**src/core/flp_pkg.sv**
```systemverilog
package flp_pkg;

    // register word addresses on the plain register port
    localparam logic [7:0] ADDR_CTRL = 8'h00;
    localparam logic [7:0] ADDR_CTRL_KEY = 8'h04;
    localparam logic [7:0] ADDR_PROG_KEY = 8'h08;
    localparam logic [7:0] ADDR_STATUS = 8'h0C;
    localparam logic [7:0] ADDR_OPTION = 8'h10;
    localparam logic [7:0] ADDR_SECTOR = 8'h14;
    localparam logic [7:0] ADDR_OPT_WRITE = 8'h18;

    localparam logic [31:0] CTRL_KEY_FIRST = 32'h89AB_CDEF;
    localparam logic [31:0] CTRL_KEY_SECOND = 32'h0203_0405;
    localparam logic [31:0] PROG_KEY_FIRST = 32'h8C9D_AEBF;
    localparam logic [31:0] PROG_KEY_SECOND = 32'h1314_1516;

    // control register fields
    localparam int CTRL_LOCK_BIT = 0;
    localparam int PROG_LOCK_BIT = 1;
    localparam int MASS_ERASE_BIT = 2;

    // status register fields
    localparam int ST_BUSY_BIT = 0;
    localparam int ST_EOP_BIT = 1;
    localparam int ST_HVOFF_BIT = 2;
    localparam int ST_RDERR_BIT = 3;
    localparam int ST_WRPERR_BIT = 4;

    // option word fields
    localparam int OPT_LEVEL_LSB = 0;
    localparam int OPT_GUARD_MODE_BIT = 8;

    localparam logic [7:0] LEVEL0_CODE = 8'hAA;
    localparam logic [7:0] LEVEL1_DEFAULT = 8'h00;
    localparam logic [15:0] SECTORS_OPEN = 16'hFFFF;
    localparam int SECTOR_COUNT = 16;

    // program memory window: 16 sectors of 4 KB
    localparam logic [31:0] PROG_BASE = 32'h1000_0000;
    localparam logic [31:0] PROG_LIMIT = 32'h1001_0000;
    localparam int SECTOR_LSB = 12;

    // programming time
    localparam int PROG_TIME_NS = 2000;
    localparam int CLK_PERIOD_NS = 10;
    localparam int PROG_CYCLES = PROG_TIME_NS / CLK_PERIOD_NS;
    localparam logic [7:0] PROG_CYCLES_M1 = 8'(PROG_CYCLES - 1);

    typedef enum logic [2:0] {
        FLP_KEY_IDLE = 3'b001,
        FLP_KEY_HALF = 3'b010,
        FLP_KEY_DONE = 3'b100
    } flp_key_t;

    typedef struct packed {
        logic [7:0] addr;
        logic [31:0] wdata;
        logic wr;
        logic rd;
    } flp_reg_req_t;

    typedef struct packed {
        logic [31:0] rdata;
        logic err;
    } flp_reg_rsp_t;

    typedef struct packed {
        logic [31:0] addr;
        logic [31:0] wdata;
        logic wr;
        logic rd;
        logic fetch;
    } flp_mem_req_t;

    typedef struct packed {
        logic [31:0] rdata;
        logic rvalid;
        logic stall;
    } flp_mem_rsp_t;

    typedef struct packed {
        logic ctrlLock;
        logic progLock;
        flp_key_t ctrlKey;
        flp_key_t progKey;
        logic busy;
        logic eop;
        logic rdErr;
        logic wrpErr;
        logic [7:0] level;
        logic guardMode;
        logic [15:0] sectorOpen;
        logic [7:0] progCnt;
        logic pendValid;
        logic [31:0] pendAddr;
        logic [31:0] pendData;
        logic loaded;
        logic massErase;
        logic nvmWr;
        logic [31:0] nvmAddr;
        logic [31:0] nvmData;
        logic nvmRd;
        flp_reg_rsp_t regRsp;
        flp_mem_rsp_t memRsp;
    } flp_state_t;

endpackage

```
**src/core/flp_lock_ctrl.sv**
```systemverilog
// Operation
// control register locked after reset
// two control keys in order unlock control
// bad control key sequence gives fault
// reads between keys neither fault nor break
// unlocked control register accepts bit writes
// setting control lock relocks until keys
// program keys clear program lock when unlocked
// program keys while control locked: ignored
// bad program key sequence gives fault
// program relocks by software or control lock
// busy during write; new write stalls, pends
// protected read while busy sets read error
// end flag set at finish, cleared by one
// high-voltage-off flag mirrors memory array
// boot loads 8-bit level; 0xAA is open
// other level codes mean level one
// level one with debug blocks program memory
// mass erase sets level zero, guard off
// guard mode: zero bit protects 4 KB sector
// sector n starts at base plus n*4KB
// guarded data read/write flag errors; fetch ok
// guard mode only ever adds protection
// blocked read returns zero data
// key fault reported as bus error response
module flp_lock_ctrl
    import flp_pkg::*;
(
    input wire logic clk_sys,
    input wire logic rst_n,
    input wire flp_reg_req_t regReq,
    output flp_reg_rsp_t regRsp,
    input wire flp_mem_req_t memReq,
    output flp_mem_rsp_t memRsp,
    input wire logic debugAttached,
    input wire logic hvOffIn,
    input wire logic [31:0] optionWord,
    input wire logic optionValid,
    input wire logic [31:0] nvmRdata,
    output logic nvmWr,
    output logic nvmRd,
    output logic [31:0] nvmAddr,
    output logic [31:0] nvmData,
    output logic hvOff,
    output logic massEraseReq
);

    flp_state_t st;
    flp_state_t next_st;
    logic hvOffQ;

    ////////////////////////////////////////////////////////////////////////
    // sector decode
    logic inProg;
    logic [3:0] sectorIdx;
    logic [SECTOR_COUNT-1:0] sectorHit;
    logic sectorGuarded;
    logic levelBlocks;

    assign inProg = (memReq.addr >= PROG_BASE) && (memReq.addr < PROG_LIMIT);
    assign sectorIdx = memReq.addr[SECTOR_LSB +: 4];

    genvar gi;
    generate
        for (gi = 0; gi < SECTOR_COUNT; gi++) begin : g_sector

            assign sectorHit[gi] = inProg && (sectorIdx == 4'(gi)) && !st.sectorOpen[gi];
        end
    endgenerate

    assign sectorGuarded = st.guardMode && (|sectorHit);
    assign levelBlocks = inProg && (st.level != LEVEL0_CODE) && debugAttached;

    ////////////////////////////////////////////////////////////////////////
    // next state
    always_comb begin
        logic wrOther;
        logic [31:0] newOpt;
        logic setEop;
        logic setRdErr;
        logic setWrpErr;
        wrOther = 1'b0;
        newOpt = 32'h0000_0000;
        setEop = 1'b0;
        setRdErr = 1'b0;
        setWrpErr = 1'b0;
        next_st = st;
        next_st.regRsp = '0;
        next_st.memRsp.rvalid = 1'b0;
        next_st.memRsp.rdata = 32'h0000_0000;
        next_st.nvmWr = 1'b0;
        next_st.nvmRd = 1'b0;
        next_st.massErase = 1'b0;

        // option load at boot
        if (!st.loaded && optionValid) begin
            next_st.loaded = 1'b1;
            next_st.level = optionWord[OPT_LEVEL_LSB +: 8];
            next_st.guardMode = optionWord[OPT_GUARD_MODE_BIT];
            next_st.sectorOpen = optionWord[31:16];
        end

        if (regReq.wr) begin
            wrOther = (regReq.addr != ADDR_CTRL_KEY) && (regReq.addr != ADDR_PROG_KEY);
            // control key sequence
            if (regReq.addr == ADDR_CTRL_KEY) begin
                unique case (st.ctrlKey)
                    FLP_KEY_IDLE: begin
                        if (regReq.wdata == CTRL_KEY_FIRST) begin
                            next_st.ctrlKey = FLP_KEY_HALF;
                        end else begin
                            next_st.regRsp.err = 1'b1;
                        end
                    end
                    FLP_KEY_HALF: begin
                        if (regReq.wdata == CTRL_KEY_SECOND) begin
                            next_st.ctrlKey = FLP_KEY_DONE;
                            next_st.ctrlLock = 1'b0;
                        end else begin
                            next_st.ctrlKey = FLP_KEY_IDLE;
                            next_st.regRsp.err = 1'b1;
                        end
                    end
                    FLP_KEY_DONE: begin
                        next_st.regRsp.err = 1'b1;
                    end
                    default: next_st.ctrlKey = FLP_KEY_IDLE;
                endcase
            end
            // program key sequence; silently ignored while control locked
            if (regReq.addr == ADDR_PROG_KEY && !st.ctrlLock) begin
                unique case (st.progKey)
                    FLP_KEY_IDLE: begin
                        if (regReq.wdata == PROG_KEY_FIRST) begin
                            next_st.progKey = FLP_KEY_HALF;
                        end else begin
                            next_st.regRsp.err = 1'b1;
                        end
                    end
                    FLP_KEY_HALF: begin
                        if (regReq.wdata == PROG_KEY_SECOND) begin
                            next_st.progKey = FLP_KEY_DONE;
                            next_st.progLock = 1'b0;
                        end else begin
                            next_st.progKey = FLP_KEY_IDLE;
                            next_st.regRsp.err = 1'b1;
                        end
                    end
                    FLP_KEY_DONE: begin
                        next_st.regRsp.err = 1'b1;
                    end
                    default: next_st.progKey = FLP_KEY_IDLE;
                endcase
            end
            // other register written mid-sequence
            if (wrOther && (st.ctrlKey == FLP_KEY_HALF || st.progKey == FLP_KEY_HALF)) begin
                next_st.regRsp.err = 1'b1;
                if (st.ctrlKey == FLP_KEY_HALF) begin
                    next_st.ctrlKey = FLP_KEY_IDLE;
                end
                if (st.progKey == FLP_KEY_HALF) begin
                    next_st.progKey = FLP_KEY_IDLE;
                end
            end else if (regReq.addr == ADDR_CTRL && !st.ctrlLock) begin

                if (regReq.wdata[PROG_LOCK_BIT]) begin
                    next_st.progLock = 1'b1;
                    next_st.progKey = FLP_KEY_IDLE;
                end
                if (regReq.wdata[CTRL_LOCK_BIT]) begin
                    next_st.ctrlLock = 1'b1;
                    next_st.ctrlKey = FLP_KEY_IDLE;
                    next_st.progLock = 1'b1;
                    next_st.progKey = FLP_KEY_IDLE;
                end
                if (regReq.wdata[MASS_ERASE_BIT] && !st.progLock && !st.busy) begin
                    next_st.massErase = 1'b1;
                    next_st.level = LEVEL0_CODE;
                    next_st.guardMode = 1'b0;
                    next_st.sectorOpen = SECTORS_OPEN;
                    next_st.busy = 1'b1;
                    next_st.progCnt = PROG_CYCLES_M1;
                end
            end else if (regReq.addr == ADDR_OPT_WRITE && !st.ctrlLock) begin
                newOpt = regReq.wdata;
                if (st.guardMode) begin
                    next_st.sectorOpen = st.sectorOpen & newOpt[31:16];
                end else begin
                    next_st.guardMode = newOpt[OPT_GUARD_MODE_BIT];
                    next_st.sectorOpen = newOpt[31:16];
                end
                next_st.busy = 1'b1;
                next_st.progCnt = PROG_CYCLES_M1;
            end
        end

        // register reads; they never touch the key sequences
        if (regReq.rd) begin
            unique case (regReq.addr)
                ADDR_CTRL: begin
                    next_st.regRsp.rdata[CTRL_LOCK_BIT] = st.ctrlLock;
                    next_st.regRsp.rdata[PROG_LOCK_BIT] = st.progLock;
                end
                ADDR_STATUS: begin
                    next_st.regRsp.rdata[ST_BUSY_BIT] = st.busy;
                    next_st.regRsp.rdata[ST_EOP_BIT] = st.eop;
                    next_st.regRsp.rdata[ST_HVOFF_BIT] = hvOffQ;
                    next_st.regRsp.rdata[ST_RDERR_BIT] = st.rdErr;
                    next_st.regRsp.rdata[ST_WRPERR_BIT] = st.wrpErr;
                end
                ADDR_OPTION: begin
                    next_st.regRsp.rdata[OPT_LEVEL_LSB +: 8] = st.level;
                    next_st.regRsp.rdata[OPT_GUARD_MODE_BIT] = st.guardMode;
                    next_st.regRsp.rdata[31:16] = st.sectorOpen;
                end
                default: next_st.regRsp.rdata = 32'h0000_0000;
            endcase
        end

        // programming timer
        if (st.busy) begin
            if (st.progCnt == 8'h00) begin
                if (st.pendValid) begin
                    next_st.pendValid = 1'b0;
                    next_st.nvmWr = 1'b1;
                    next_st.nvmAddr = st.pendAddr;
                    next_st.nvmData = st.pendData;
                    next_st.progCnt = PROG_CYCLES_M1;
                end else begin
                    next_st.busy = 1'b0;
                    next_st.eop = 1'b1;
                    setEop = 1'b1;
                end
            end else begin
                next_st.progCnt = st.progCnt - 8'h01;
            end
        end

        // memory requests
        next_st.memRsp.stall = st.pendValid;
        if (memReq.wr) begin
            if (st.progLock || sectorGuarded || levelBlocks) begin
                next_st.wrpErr = 1'b1;
                setWrpErr = 1'b1;
            end else if (st.busy) begin
                next_st.pendValid = 1'b1;
                next_st.pendAddr = memReq.addr;
                next_st.pendData = memReq.wdata;
                next_st.memRsp.stall = 1'b1;
            end else begin
                next_st.busy = 1'b1;
                next_st.progCnt = PROG_CYCLES_M1;
                next_st.nvmWr = 1'b1;
                next_st.nvmAddr = memReq.addr;
                next_st.nvmData = memReq.wdata;
            end
        end
        if (memReq.rd) begin
            if (levelBlocks || (sectorGuarded && !memReq.fetch)) begin
                next_st.rdErr = 1'b1;
                setRdErr = 1'b1;
                next_st.memRsp.rvalid = 1'b1;
                next_st.memRsp.rdata = 32'h0000_0000;
            end else begin
                next_st.nvmRd = 1'b1;
                next_st.nvmAddr = memReq.addr;
            end
        end
        if (st.nvmRd) begin
            next_st.memRsp.rvalid = 1'b1;
            next_st.memRsp.rdata = nvmRdata;
        end

        // write-one-to-clear; a set in the same cycle wins
        if (regReq.wr && regReq.addr == ADDR_STATUS) begin
            if (regReq.wdata[ST_EOP_BIT] && !setEop) begin
                next_st.eop = 1'b0;
            end
            if (regReq.wdata[ST_RDERR_BIT] && !setRdErr) begin
                next_st.rdErr = 1'b0;
            end
            if (regReq.wdata[ST_WRPERR_BIT] && !setWrpErr) begin
                next_st.wrpErr = 1'b0;
            end
        end
    end

    always_ff @(posedge clk_sys or negedge rst_n) begin
        if (!rst_n) begin
            st <= '0;
            st.ctrlLock <= 1'b1;
            st.progLock <= 1'b1;
            st.ctrlKey <= FLP_KEY_IDLE;
            st.progKey <= FLP_KEY_IDLE;
            st.level <= LEVEL1_DEFAULT;
            st.sectorOpen <= SECTORS_OPEN;
            hvOffQ <= 1'b1;
        end else begin
            st <= next_st;
            hvOffQ <= hvOffIn;
        end
    end

    assign regRsp = st.regRsp;
    assign memRsp = st.memRsp;
    assign nvmWr = st.nvmWr;
    assign nvmRd = st.nvmRd;
    assign nvmAddr = st.nvmAddr;
    assign nvmData = st.nvmData;
    assign hvOff = hvOffQ;
    assign massEraseReq = st.massErase;
endmodule

```
**config.mk**
```make
export PLATFORM = sky130hd
export DESIGN_NAME = flp_lock_ctrl
export DESIGN_NICKNAME = d
export VERILOG_FILES = /design/src/core/flp_pkg.sv /design/src/core/flp_lock_ctrl.sv
export SDC_FILE = /design/constraint.sdc
export NUM_CORES = 1
export LEC_CHECK = 0
export BUFFER_PORTS_ARGS = -buffer_cell sky130_fd_sc_hd__buf_2
export CAP_MARGIN = 20
export CORE_MARGIN = 2
export CORE_UTILIZATION = 57
export DETAILED_ROUTE_END_ITERATION = 12
export GPL_TIMING_DRIVEN = 0
export PLACE_DENSITY = 0.84
export SETUP_SLACK_MARGIN = 0.4
export SLEW_MARGIN = 20
export SYNTH_ARGS = -nofsm -noshare
export SYNTH_HDL_FRONTEND = slang
export SYNTH_SLANG_ARGS = --single-unit
```
**constraint.sdc**
```tcl
create_clock -name clk_sys -period 6.7 [get_ports clk_sys]
set_clock_uncertainty 0.2 [all_clocks]
set_input_delay 0.335 -clock clk_sys [delete_from_list [all_inputs] [get_ports clk_sys]]
set_output_delay 0.335 -clock clk_sys [all_outputs]
set_load 0.05 [all_outputs]
```
* Word-level counts from Yosys, hierarchy flattened
Index checks and enable logic that the tools add are counted.
** Storage, ports and cells
- Word-level logic and storage cells :: 247
- Register bits after elaboration :: 246
- ROM bits :: 0
- RAM bits :: 0
- Memories :: 0
- Bits in latches :: 0
** Operators by class
- Bitwise gates (word level) :: 2
- Reduce and logical (&&, ||, !) cells :: 82
- Magnitude comparators :: 2
- Add/subtract/negate cells :: 1
- Equal/unequal tests :: 33
- Mux-type cells :: 100
- Multiply operators :: 0
- Shift operators :: 0
- Divide/modulo/power cells :: 0
** Operators with widths (number)
- 65-bit 2-to-1 mux :: 7
- 73-bit 2-to-1 mux :: 2
- 33-bit 2-to-1 mux :: 4
- 32-bit 2-to-1 mux :: 3
- 25-bit 2-to-1 mux :: 3
- 32-bit == test (second input constant) :: 2
- 1-bit 2-to-1 mux :: 50
- 1-bit logical AND :: 49
- 8-bit 2-to-1 mux :: 5
- 32-bit by 26-bit == test with 1-bit output (second input constant) :: 1
- 32-bit by 29-bit == test with 1-bit output (second input constant) :: 1
- 4-bit == test (second input constant) :: 8
- 32-bit by 29-bit greater-or-equal comparator with 1-bit output (second input constant) :: 1
- 32-bit by 29-bit less-than comparator with 1-bit output (second input constant) :: 1
- 16-bit 2-to-1 mux :: 2
- 3-bit 2-to-1 mux :: 10
- 1-bit logical NOT :: 24
- 9-bit 2-to-1 mux :: 2
- 3-bit one-hot mux with 3 select lines :: 2
- 16-bit bitwise AND :: 1
- 4-bit by 3-bit == test with 1-bit output (second input constant) :: 4
- 8-bit by 4-bit == test with 1-bit output (second input constant) :: 2
- 8-bit by 5-bit == test with 1-bit output (second input constant) :: 2
- 8-bit logical NOT :: 2
- 21 further kinds :: 32

* Longest topological paths before layout
Gate-level depths: netlist of run 1.
- Depth in word-level cells :: 14
- Depth in mapped cells :: 11
- Gate-level depth less buffers :: 8

* Worst setup path before layout of run 1
Ideal clock, no wire load.
- Path type :: reg-to-reg
- From :: register st[200] (netlist bit)
- To :: register st (netlist bit nvmAddr[17])
- Path buffers :: 2
- Data arrival time :: 2.254 ns
- Path slack :: 4.121 ns
- Data required time :: 6.375 ns
- Period minus slack after synthesis :: 2.579 ns
- Cell stages (with the launch flop) :: 11
- Library setup time :: 0.125 ns
- Cell sequence :: dfrtp_1 inv_1 ha_1 nor4b_1 nand2_1 nor2_1 nand3_1 buf_2 clkbuf_1 mux2_2 mux2_4
** RTL lines
- from (decl) :: RTL line flp_lock_ctrl.sv:48 : flp_state_t st;
- from (signal assigned) :: RTL line flp_lock_ctrl.sv:299 : st <= next_st;

==> results of run 1 <==
[flip-flops by register name, indices dropped and copies added (netlist names)]
name	cells
st	111
nvmData	32
hvOff	1
nvmRd	1
nvmWr	1
massEraseReq	1
memRsp	34
regRsp	26
nvmAddr	32
[critical path, stage by stage (launching register included)]
cell and delay (ps):
sky130_fd_sc_hd__dfrtp_1 430, sky130_fd_sc_hd__or3b_2 520, sky130_fd_sc_hd__and3_1 240, sky130_fd_sc_hd__nand4_1 210, sky130_fd_sc_hd__clkbuf_1 440, sky130_fd_sc_hd__buf_2 320, sky130_fd_sc_hd__o22ai_1 120, sky130_fd_sc_hd__dlygate4sd3_1 590
sky130_fd_sc_hd__o21ai_0 210
[synth_stat cells (all sizes together), types with 10 or more instances]
master  count  share of area
dfrtp     218           0.47
buf       150          0.099
mux2      131           0.14
o21ai      68          0.030
nand2      64          0.021
mux2i      43          0.037
nor2       42          0.014
and2       38          0.020
clkbuf     26         0.0084
and3       25          0.014
dfstp      21          0.047
o22ai      17         0.0091
nand3      12         0.0052
a21oi      11         0.0047
nand2b     10         0.0054
nor3       10         0.0043
[area by class of cell]
| type | count | area, µm² |
|---|---|---|
| clock inverters | 11 | 186 |
| fillers | 1153 | 4220 |
| clock buffers | 37 | 783 |
| well taps | 270 | 338 |
| plain buffers | 176 | 1250 |
| inverters | 9 | 33.8 |
| multi-input cells | 582 | 4360 |
| diodes | 1 | 2.50 |
| repair buffers | 437 | 2930 |
| flip-flops and latches | 239 | 6010 |
[metrics by stage]
step	cells	utilization	area, µm²	hold WS, ps	power, µW
finish	1762	0.790	15900	15.9	4870
global placement	1574	0.671	13500	240	3130
global route	1762	0.790	15900	8.12	5050
floorplan	1006	-	11700	-161	2840
CTS	1761	0.790	15900	3.24	4820
detailed placement	1576	0.674	13500	36.4	3170
[routing by layer]
metal  wire length (µm)  up-vias  global-route usage  share of wire
li1                   -     4323                   -              -
met1              13100     4758               0.382           0.38
met2              17300      441               0.552           0.51
met3               1970      128              0.0460          0.057
met4               1900        0               0.154          0.055
met5                  0        -                   0              0
[power by group]
group	leakage, µW	switching [µW]	internal [µW]
clock network	0.000477	591	1000
registers	0.00288	158	1680
logic	0.00454	871	562
total	0.00790	1620	3250
[cell families (layout without fill, tap and decap cells)]
kind of cell / after synthesis / count (layout) / share of synthesized area
fa+ha+maj: 1 / 1 / 0.00108
flops: 239 / 239 / 0.517
other cells: 1 / 8 / 0.000322
xor+xnor: 1 / 1 / 0.000753
mux: 176 / 176 / 0.177
compound gates: 134 / 134 / 0.0705
buf+inv: 185 / 670 / 0.111
simple gates: 263 / 263 / 0.123
[worst max-delay path by stage]
stage | start | to | cells past startpoint | slack [ps]
5_1_grt | st[200]$_DFF_PN0_ | nvmData[28]$_DFF_PN0_ | 11 | 3070
3_5_place_dp | st[200]$_DFF_PN0_ | nvmAddr[26]$_DFF_PN0_ | 10 | 3620
2_1_floorplan | st[200]$_DFF_PN0_ | nvmAddr[17]$_DFF_PN0_ | 10 | 4120
3_3_place_gp | rst_n | st[238]$_DFFE_PN0P_ | 1 | 1000
4_1_cts | st[239]$_DFFE_PN0P_ | st[209]$_DFF_PN1_ | 8 | 3480
6_report | st[239]$_DFFE_PN0P_ | st[215]$_DFF_PN1_ | 8 | 3340
==> results.py, run 1 <==
metrics = {
    "critical_path": {
        "criticalPathCategory": "flip-flop to flip-flop",
        "required_time_at_the_worst_slack_endpoint_ps": 6930,
        "worstSetupStartpointType": "flip-flop",
        "r2r_slack_ps": 3340,
        "reg2reg_to": "st[215]$_DFF_PN1_",
        "r2r.worst_path.cells": 8,
        "path_max_fanout": 10,
        "cp.arrival_ps": 3590,
        "reg2reg_from": "st[239]$_DFFE_PN0P_",
        "cp-end-kind": "flip-flop",
    },
    "floorplan": {
        "rows": 52,
        "io_pins": 313,
        "floorplan_core_area_mm2": 0.0201,
        "die-height_um": 147,
        "die-area_mm2": 0.0216,
        "chipWidth_um": 147,
        "initial_core_util": 0.578,
    },
    "drt": {
        "via_per_inst": 5.48,
        "drt_pass_1_iters": 5,
        "drt_first_iter_violations": 602,
        "drc_errors": 0,
        "count_of_vias_placed_by_the_detailed_router": 9650,
        "antenna_violating_nets_post_route": 0,
        "avgRoutedWirePerCell_um": 19.5,
        "routed_wl_mm": 34.3,
    },
    "job": {
        "drv.max_cap_violation_count": 0,
    },
    "finish": {
        "post_route_cells_drive_above_1_share": 0.416,
        "most-common-layout-cells": "sky130_fd_sc_hd__buf_2, sky130_fd_sc_hd__dfrtp_1, sky130_fd_sc_hd__dlygate4sd3_1",
        "areaGrowthSynthToFinish_pct": 36.6,
        "finish.net_count": 1650,
        "layout_commonest_cell": "sky130_fd_sc_hd__buf_2",
    },
    "sta": {
        "rsz0062_at_grt": "false",
        "timing.final.hold_violations": 0,
        "max_freq_mhz": 297,
        "setup_slack_ps": 3340,
        "setup_viol": 0,
        "timing.final.max_slew_violations": 0,
        "relative_slew_margins": 0.408,
        "finalWorstPathRequiredPeriod_ps": 3360,
        "setup_tns_ps": 0,
        "final_min_period_over_clock_period": 0.502,
        "worst_pin_slew_ps": 876,
    },
    "placement": {
        "place_ws_ps": 3620,
        "place_hpwl_mm": 21.1,
        "port_buffers": 298,
        "gp_congestion": 0.910,
    },
    "grt": {
        "grt.overflow.total": 0,
        "grt_pass1_wl_mm": 53.8,
        "first_global_vias": 10200,
        "grt_max_degree": 102,
        "initial_antenna_violation_count": 1,
        "grt.total_usage": 0.315,
    },
    "yosys": {
        "ys_seq_elements": 239,
        "ys_seq_area_frac": 0.517,
        "synth-main-ff-cell": "sky130_fd_sc_hd__dfrtp_1",
        "synthArstFlopShare": 1.00,
        "synth-warning-count": 0,
        "synth.lib_cells_used.distinct": 67,
        "synth-edff-count": 0,
        "mappedNetlistArea_mm2": 0.0116,
        "synth_cells": 1000,
        "syn_area_per_cell_um2": 11.6,
    },
    "power": {
        "cellLeakagePower_uw": 0.00790,
        "power.ir.vdd_worst_mv": 0.236,
        "cellPowerDensity_mw_per_mm2": 306,
    },
    "clocking": {
        "clock_path_buffers": 3,
        "tritoncts": "yes",
        "worst_skew_pair.late_latency_ps": 520,
        "cts_hold_buf": 137,
        "clock_sinks": 239,
        "ctsRootBufferMaster": "sky130_fd_sc_hd__clkbuf_16",
        "post-cts-setup-buffer-count": 0,
        "cts-resized-gates": 0,
        "numCtsBuffers": 26,
        "htree_levels": 1,
        "clkTransAtPathRegs_ps": 60,
    },
    "status": {
        "run_status": "complete, no violations",
    },
    "hold_path": {
        "whs_path_depth": 3,
        "hold_class": "primary input to flip-flop",
        "hold_path_end": "st[211]$_DFF_PN1_",
        "worst_hold_startpoint": "regReq[21]",
    },
}
Note: power is estimated with default switching activity, not from simulation.
==> run 2: changes to the inputs <==
--- a/config.mk
+++ b/config.mk
@@ -5,13 +5,14 @@
 export SDC_FILE = /design/constraint.sdc
 export NUM_CORES = 1
 export LEC_CHECK = 0
+export ABC_AREA = 1
 export BUFFER_PORTS_ARGS = -buffer_cell sky130_fd_sc_hd__buf_2
 export CAP_MARGIN = 20
 export CORE_MARGIN = 2
-export CORE_UTILIZATION = 57
+export CORE_UTILIZATION = 49
 export DETAILED_ROUTE_END_ITERATION = 12
 export GPL_TIMING_DRIVEN = 0
-export PLACE_DENSITY = 0.84
+export PLACE_DENSITY = 0.75
 export SETUP_SLACK_MARGIN = 0.4
 export SLEW_MARGIN = 20
 export SYNTH_ARGS = -nofsm -noshare
==> constraint.sdc (replaced) <==
create_clock -name clk_sys -period 2.8 [get_ports clk_sys]
set_clock_uncertainty 0.2 [all_clocks]
set_input_delay 0.14 -clock clk_sys [delete_from_list [all_inputs] [get_ports clk_sys]]
set_output_delay 0.14 -clock clk_sys [all_outputs]
set_load 0.05 [all_outputs]
==> run 2 against run 1 <==
The run now ends with hold timing left. Sequential cell count unchanged. Worst hold slack got worse by 43 ps. Register-to-register slack got worse by 2800 ps. Setup slack got worse by 2800 ps. Maximum frequency increased by 47%. Clock power increased by 130%. Sequential power increased by 130%. Wire length increased by 16%. Critical path type unchanged. Largest cell class unchanged.
==> results.py, run 2 <==
metrics = {
    "sta": {
        "rsz0062_at_grt": "true",
        "finalWorstPathRequiredPeriod_ps": 2290,
        "final_min_period_over_clock_period": 0.817,
        "relative_slew_margins": 0.565,
        "worst_pin_slew_ps": 652,
        "hold-worst-slack_ps": -26.6,
        "timing.final.hold_violations": 12,
        "setup_tns_ps": 0,
        "max_freq_mhz": 437,
        "setup_viol": 0,
        "timing.final.max_slew_violations": 0,
    },
    "status": {
        "run_status": "finished, violations left",
        "violations": "hold timing",
    },
    "finish": {
        "areaGrowthSynthToFinish_pct": 39.6,
        "most-common-layout-cells": "sky130_fd_sc_hd__nand2_1, sky130_fd_sc_hd__buf_2, sky130_fd_sc_hd__dfrtp_1",
        "largest_reg_flops": 111,
        "post-route-util": 0.694,
        "n_fill_cell": 1982,
        "multi_input_area_mm2": 0.00471,
        "finish.net_count": 2327,
        "post_route_cells_drive_above_1_share": 0.277,
        "final_design_area_no_fill_mm2": 0.0174,
        "regMostFlops": "st",
        "layout_commonest_cell": "sky130_fd_sc_hd__nand2_1",
        "regArea_mm2": 0.00601,
    },
    "grt": {
        "initial_antenna_violation_count": 3,
        "grt.overflow.total": 0,
        "grt_max_degree": 88,
        "grt_pass1_wl_mm": 62.5,
        "first_global_vias": 12700,
        "grt.total_usage": 0.294,
    },
    "drt": {
        "avgRoutedWirePerCell_um": 16.0,
        "drt_pass_1_iters": 5,
        "count_of_vias_placed_by_the_detailed_router": 12700,
        "drt_first_iter_violations": 1092,
        "via_per_inst": 5.08,
        "antenna_violating_nets_post_route": 0,
        "routed_wl_mm": 39.9,
        "drc_errors": 0,
    },
    "yosys": {
        "ys_seq_area_frac": 0.482,
        "syn_area_per_cell_um2": 7.66,
        "synth-edff-count": 0,
        "yosys.cell_count.top_type": "sky130_fd_sc_hd__nand2_1",
        "ys_seq_elements": 239,
        "synth_top_cells_by_area": "sky130_fd_sc_hd__dfrtp_1, sky130_fd_sc_hd__nand2_1, sky130_fd_sc_hd__buf_4",
        "synth-main-ff-cell": "sky130_fd_sc_hd__dfrtp_1",
        "synth.lib_cells_used.distinct": 40,
        "synth_cells": 1629,
        "synth-warning-count": 0,
        "synth_largest_type_area_fraction": 0.437,
        "synthArstFlopShare": 1.00,
        "mappedNetlistArea_mm2": 0.0125,
        "commonest_cells_post_synth": "sky130_fd_sc_hd__nand2_1, sky130_fd_sc_hd__dfrtp_1, sky130_fd_sc_hd__nand3_1, sky130_fd_sc_hd__buf_4, sky130_fd_sc_hd__inv_1",
        "synth.largest_area_cell": "sky130_fd_sc_hd__dfrtp_1",
    },
    "floorplan": {
        "die-area_mm2": 0.0267,
        "floorplan_core_area_mm2": 0.0251,
        "die-height_um": 164,
        "rows": 58,
        "initial_core_util": 0.497,
        "chipWidth_um": 164,
        "io_pins": 313,
    },
    "hold_path": {
        "hold_class": "primary input to asynchronous set/reset pin",
    },
    "critical_path": {
        "setup.worst_path.start": "st[211]$_DFF_PN1_",
        "timing.critical_path.max_delay_family": "simple AND/OR/NAND/NOR gates",
        "critical_path.most_common_cell": "sky130_fd_sc_hd__nand2_1",
        "criticalPathCategory": "flip-flop to flip-flop",
        "cp_cell_sequence": "inv_1, nand3_1, nand2_1, nor2_1, nand2_1, nand2_2, nand2_2, nand3_4, nand4_1, buf_4, buf_2, clkbuf_4, nand2_1, nand2_1",
        "required_time_at_the_worst_slack_endpoint_ps": 3030,
        "critical_path.n_buffers_inverters": 4,
        "master_of_the_slowest_instance_on_the_critical_path": "sky130_fd_sc_hd__dfstp_2",
        "reg2reg_from": "st[211]$_DFF_PN1_",
        "critical-path-max-stage-delay_ps": 530,
        "path_max_fanout": 10,
        "cp.arrival_ps": 2520,
        "cp-end-kind": "flip-flop",
        "worstSetupStartpointType": "flip-flop",
    },
    "placement": {
        "port_buffers": 297,
        "place_hpwl_mm": 26.2,
        "placed_area_mm2": 0.0145,
        "gp_congestion": 0.942,
    },
    "clocking": {
        "htree_levels": 1,
        "clock_sinks": 239,
        "numCtsBuffers": 27,
        "clock_path_buffers": 3,
        "ctsRootBufferMaster": "sky130_fd_sc_hd__clkbuf_16",
        "tritoncts": "yes",
        "clkTransAtPathRegs_ps": 60,
        "worst_skew_pair.late_latency_ps": 540,
    },
    "power": {
        "power.ir.vdd_worst_mv": 0.750,
        "cellLeakagePower_uw": 0.00971,
        "cellPowerDensity_mw_per_mm2": 665,
        "p_total_uw": 11600,
    },
    "job": {
        "drv.max_cap_violation_count": 0,
    },
}
## run 2: changes by cell type in the layout (fill, tap and decap cells not counted), sizes merged, moves of 37 or more
cell / delta
dlygate4sd3: +37
and2: -38
nand2: +594
nand3: +169
mux2: -131
inv: +118
mux2i: -43
## run 2: cells by family after synthesis
| group | share of synthesized area |
|---|---|
| AO/OA/AOI/OAI | 0.0381 |
| other | 0.000301 |
| AND/OR/NAND/NOR | 0.327 |
| flip-flops | 0.482 |
| buffers and inverters | 0.150 |
| XOR/XNOR | 0.00211 |
| adder cells (fa/ha/maj) | 0.00100 |
## run 2: report_power, final
| part | leakage (µW) | internal (µW) | switching (µW) |
|---|---|---|---|
| logic | 0.00630 | 1300 | 2230 |
| registers | 0.00295 | 3990 | 316 |
| clock network | 0.000465 | 2250 | 1500 |
| total | 0.00971 | 7540 | 4040 |
## run 2: final timing paths
kind | to | slack (ps) | depth (start not counted)
worst max register to register | nvmData[4]$_DFF_PN0_ | 510 | 14
worst max-delay path | nvmData[4]$_DFF_PN0_ | 510 | 14
min in group clk_sys | st[233]$_DFF_PN0_ | 20 | 7
worst min register to register | st[198]$_DFFE_PN0P_ | 280 | 2
worst min-delay path | st[241]$_DFFE_PN0P_ | -30 | 2
max in group asynchronous | memRsp[10]$_DFF_PN0_ | 1230 | 4
## run 2: layout make-up
| cell class | instances | area share |
|---|---|---|
| Multi-Input combinational cell | 1063 | 0.271 |
| Tap cell | 330 | 0.0237 |
| Clock inverter | 17 | 0.0124 |
| Clock buffer | 32 | 0.0422 |
| Sequential cell | 239 | 0.345 |
| Buffer | 206 | 0.0830 |
| Inverter | 127 | 0.0276 |
| Timing Repair Buffer | 484 | 0.195 |
| Antenna cell | 3 | 0.000431 |
## run 2: layer usage
layer,vias to the layer above,track usage,wire length (µm)
li1,6031,-,-
met1,5942,0.380,16200
met2,592,0.484,18600
met3,149,0.0462,3040
met4,0,0.141,2140
met5,-,0,0
## run 2: repair_timing
action / in CTS / in global routing
hold buffers: 174 / 0
cloned: 0 / 1
endpoints found under the setup margin: 126 / 142
pin swaps: 2 / 7
setup buffers: 5 / 5
resized for setup: 12 / 50
endpoints found under the hold margin: 343 / 0
## run 2: stage by stage
step	instances	setup WS, ps
after global routing	2501	379
final	2501	514
after detailed placement	2264	201
after floorplan	1635	747
after CTS	2492	425
after global placement	2262	-2980
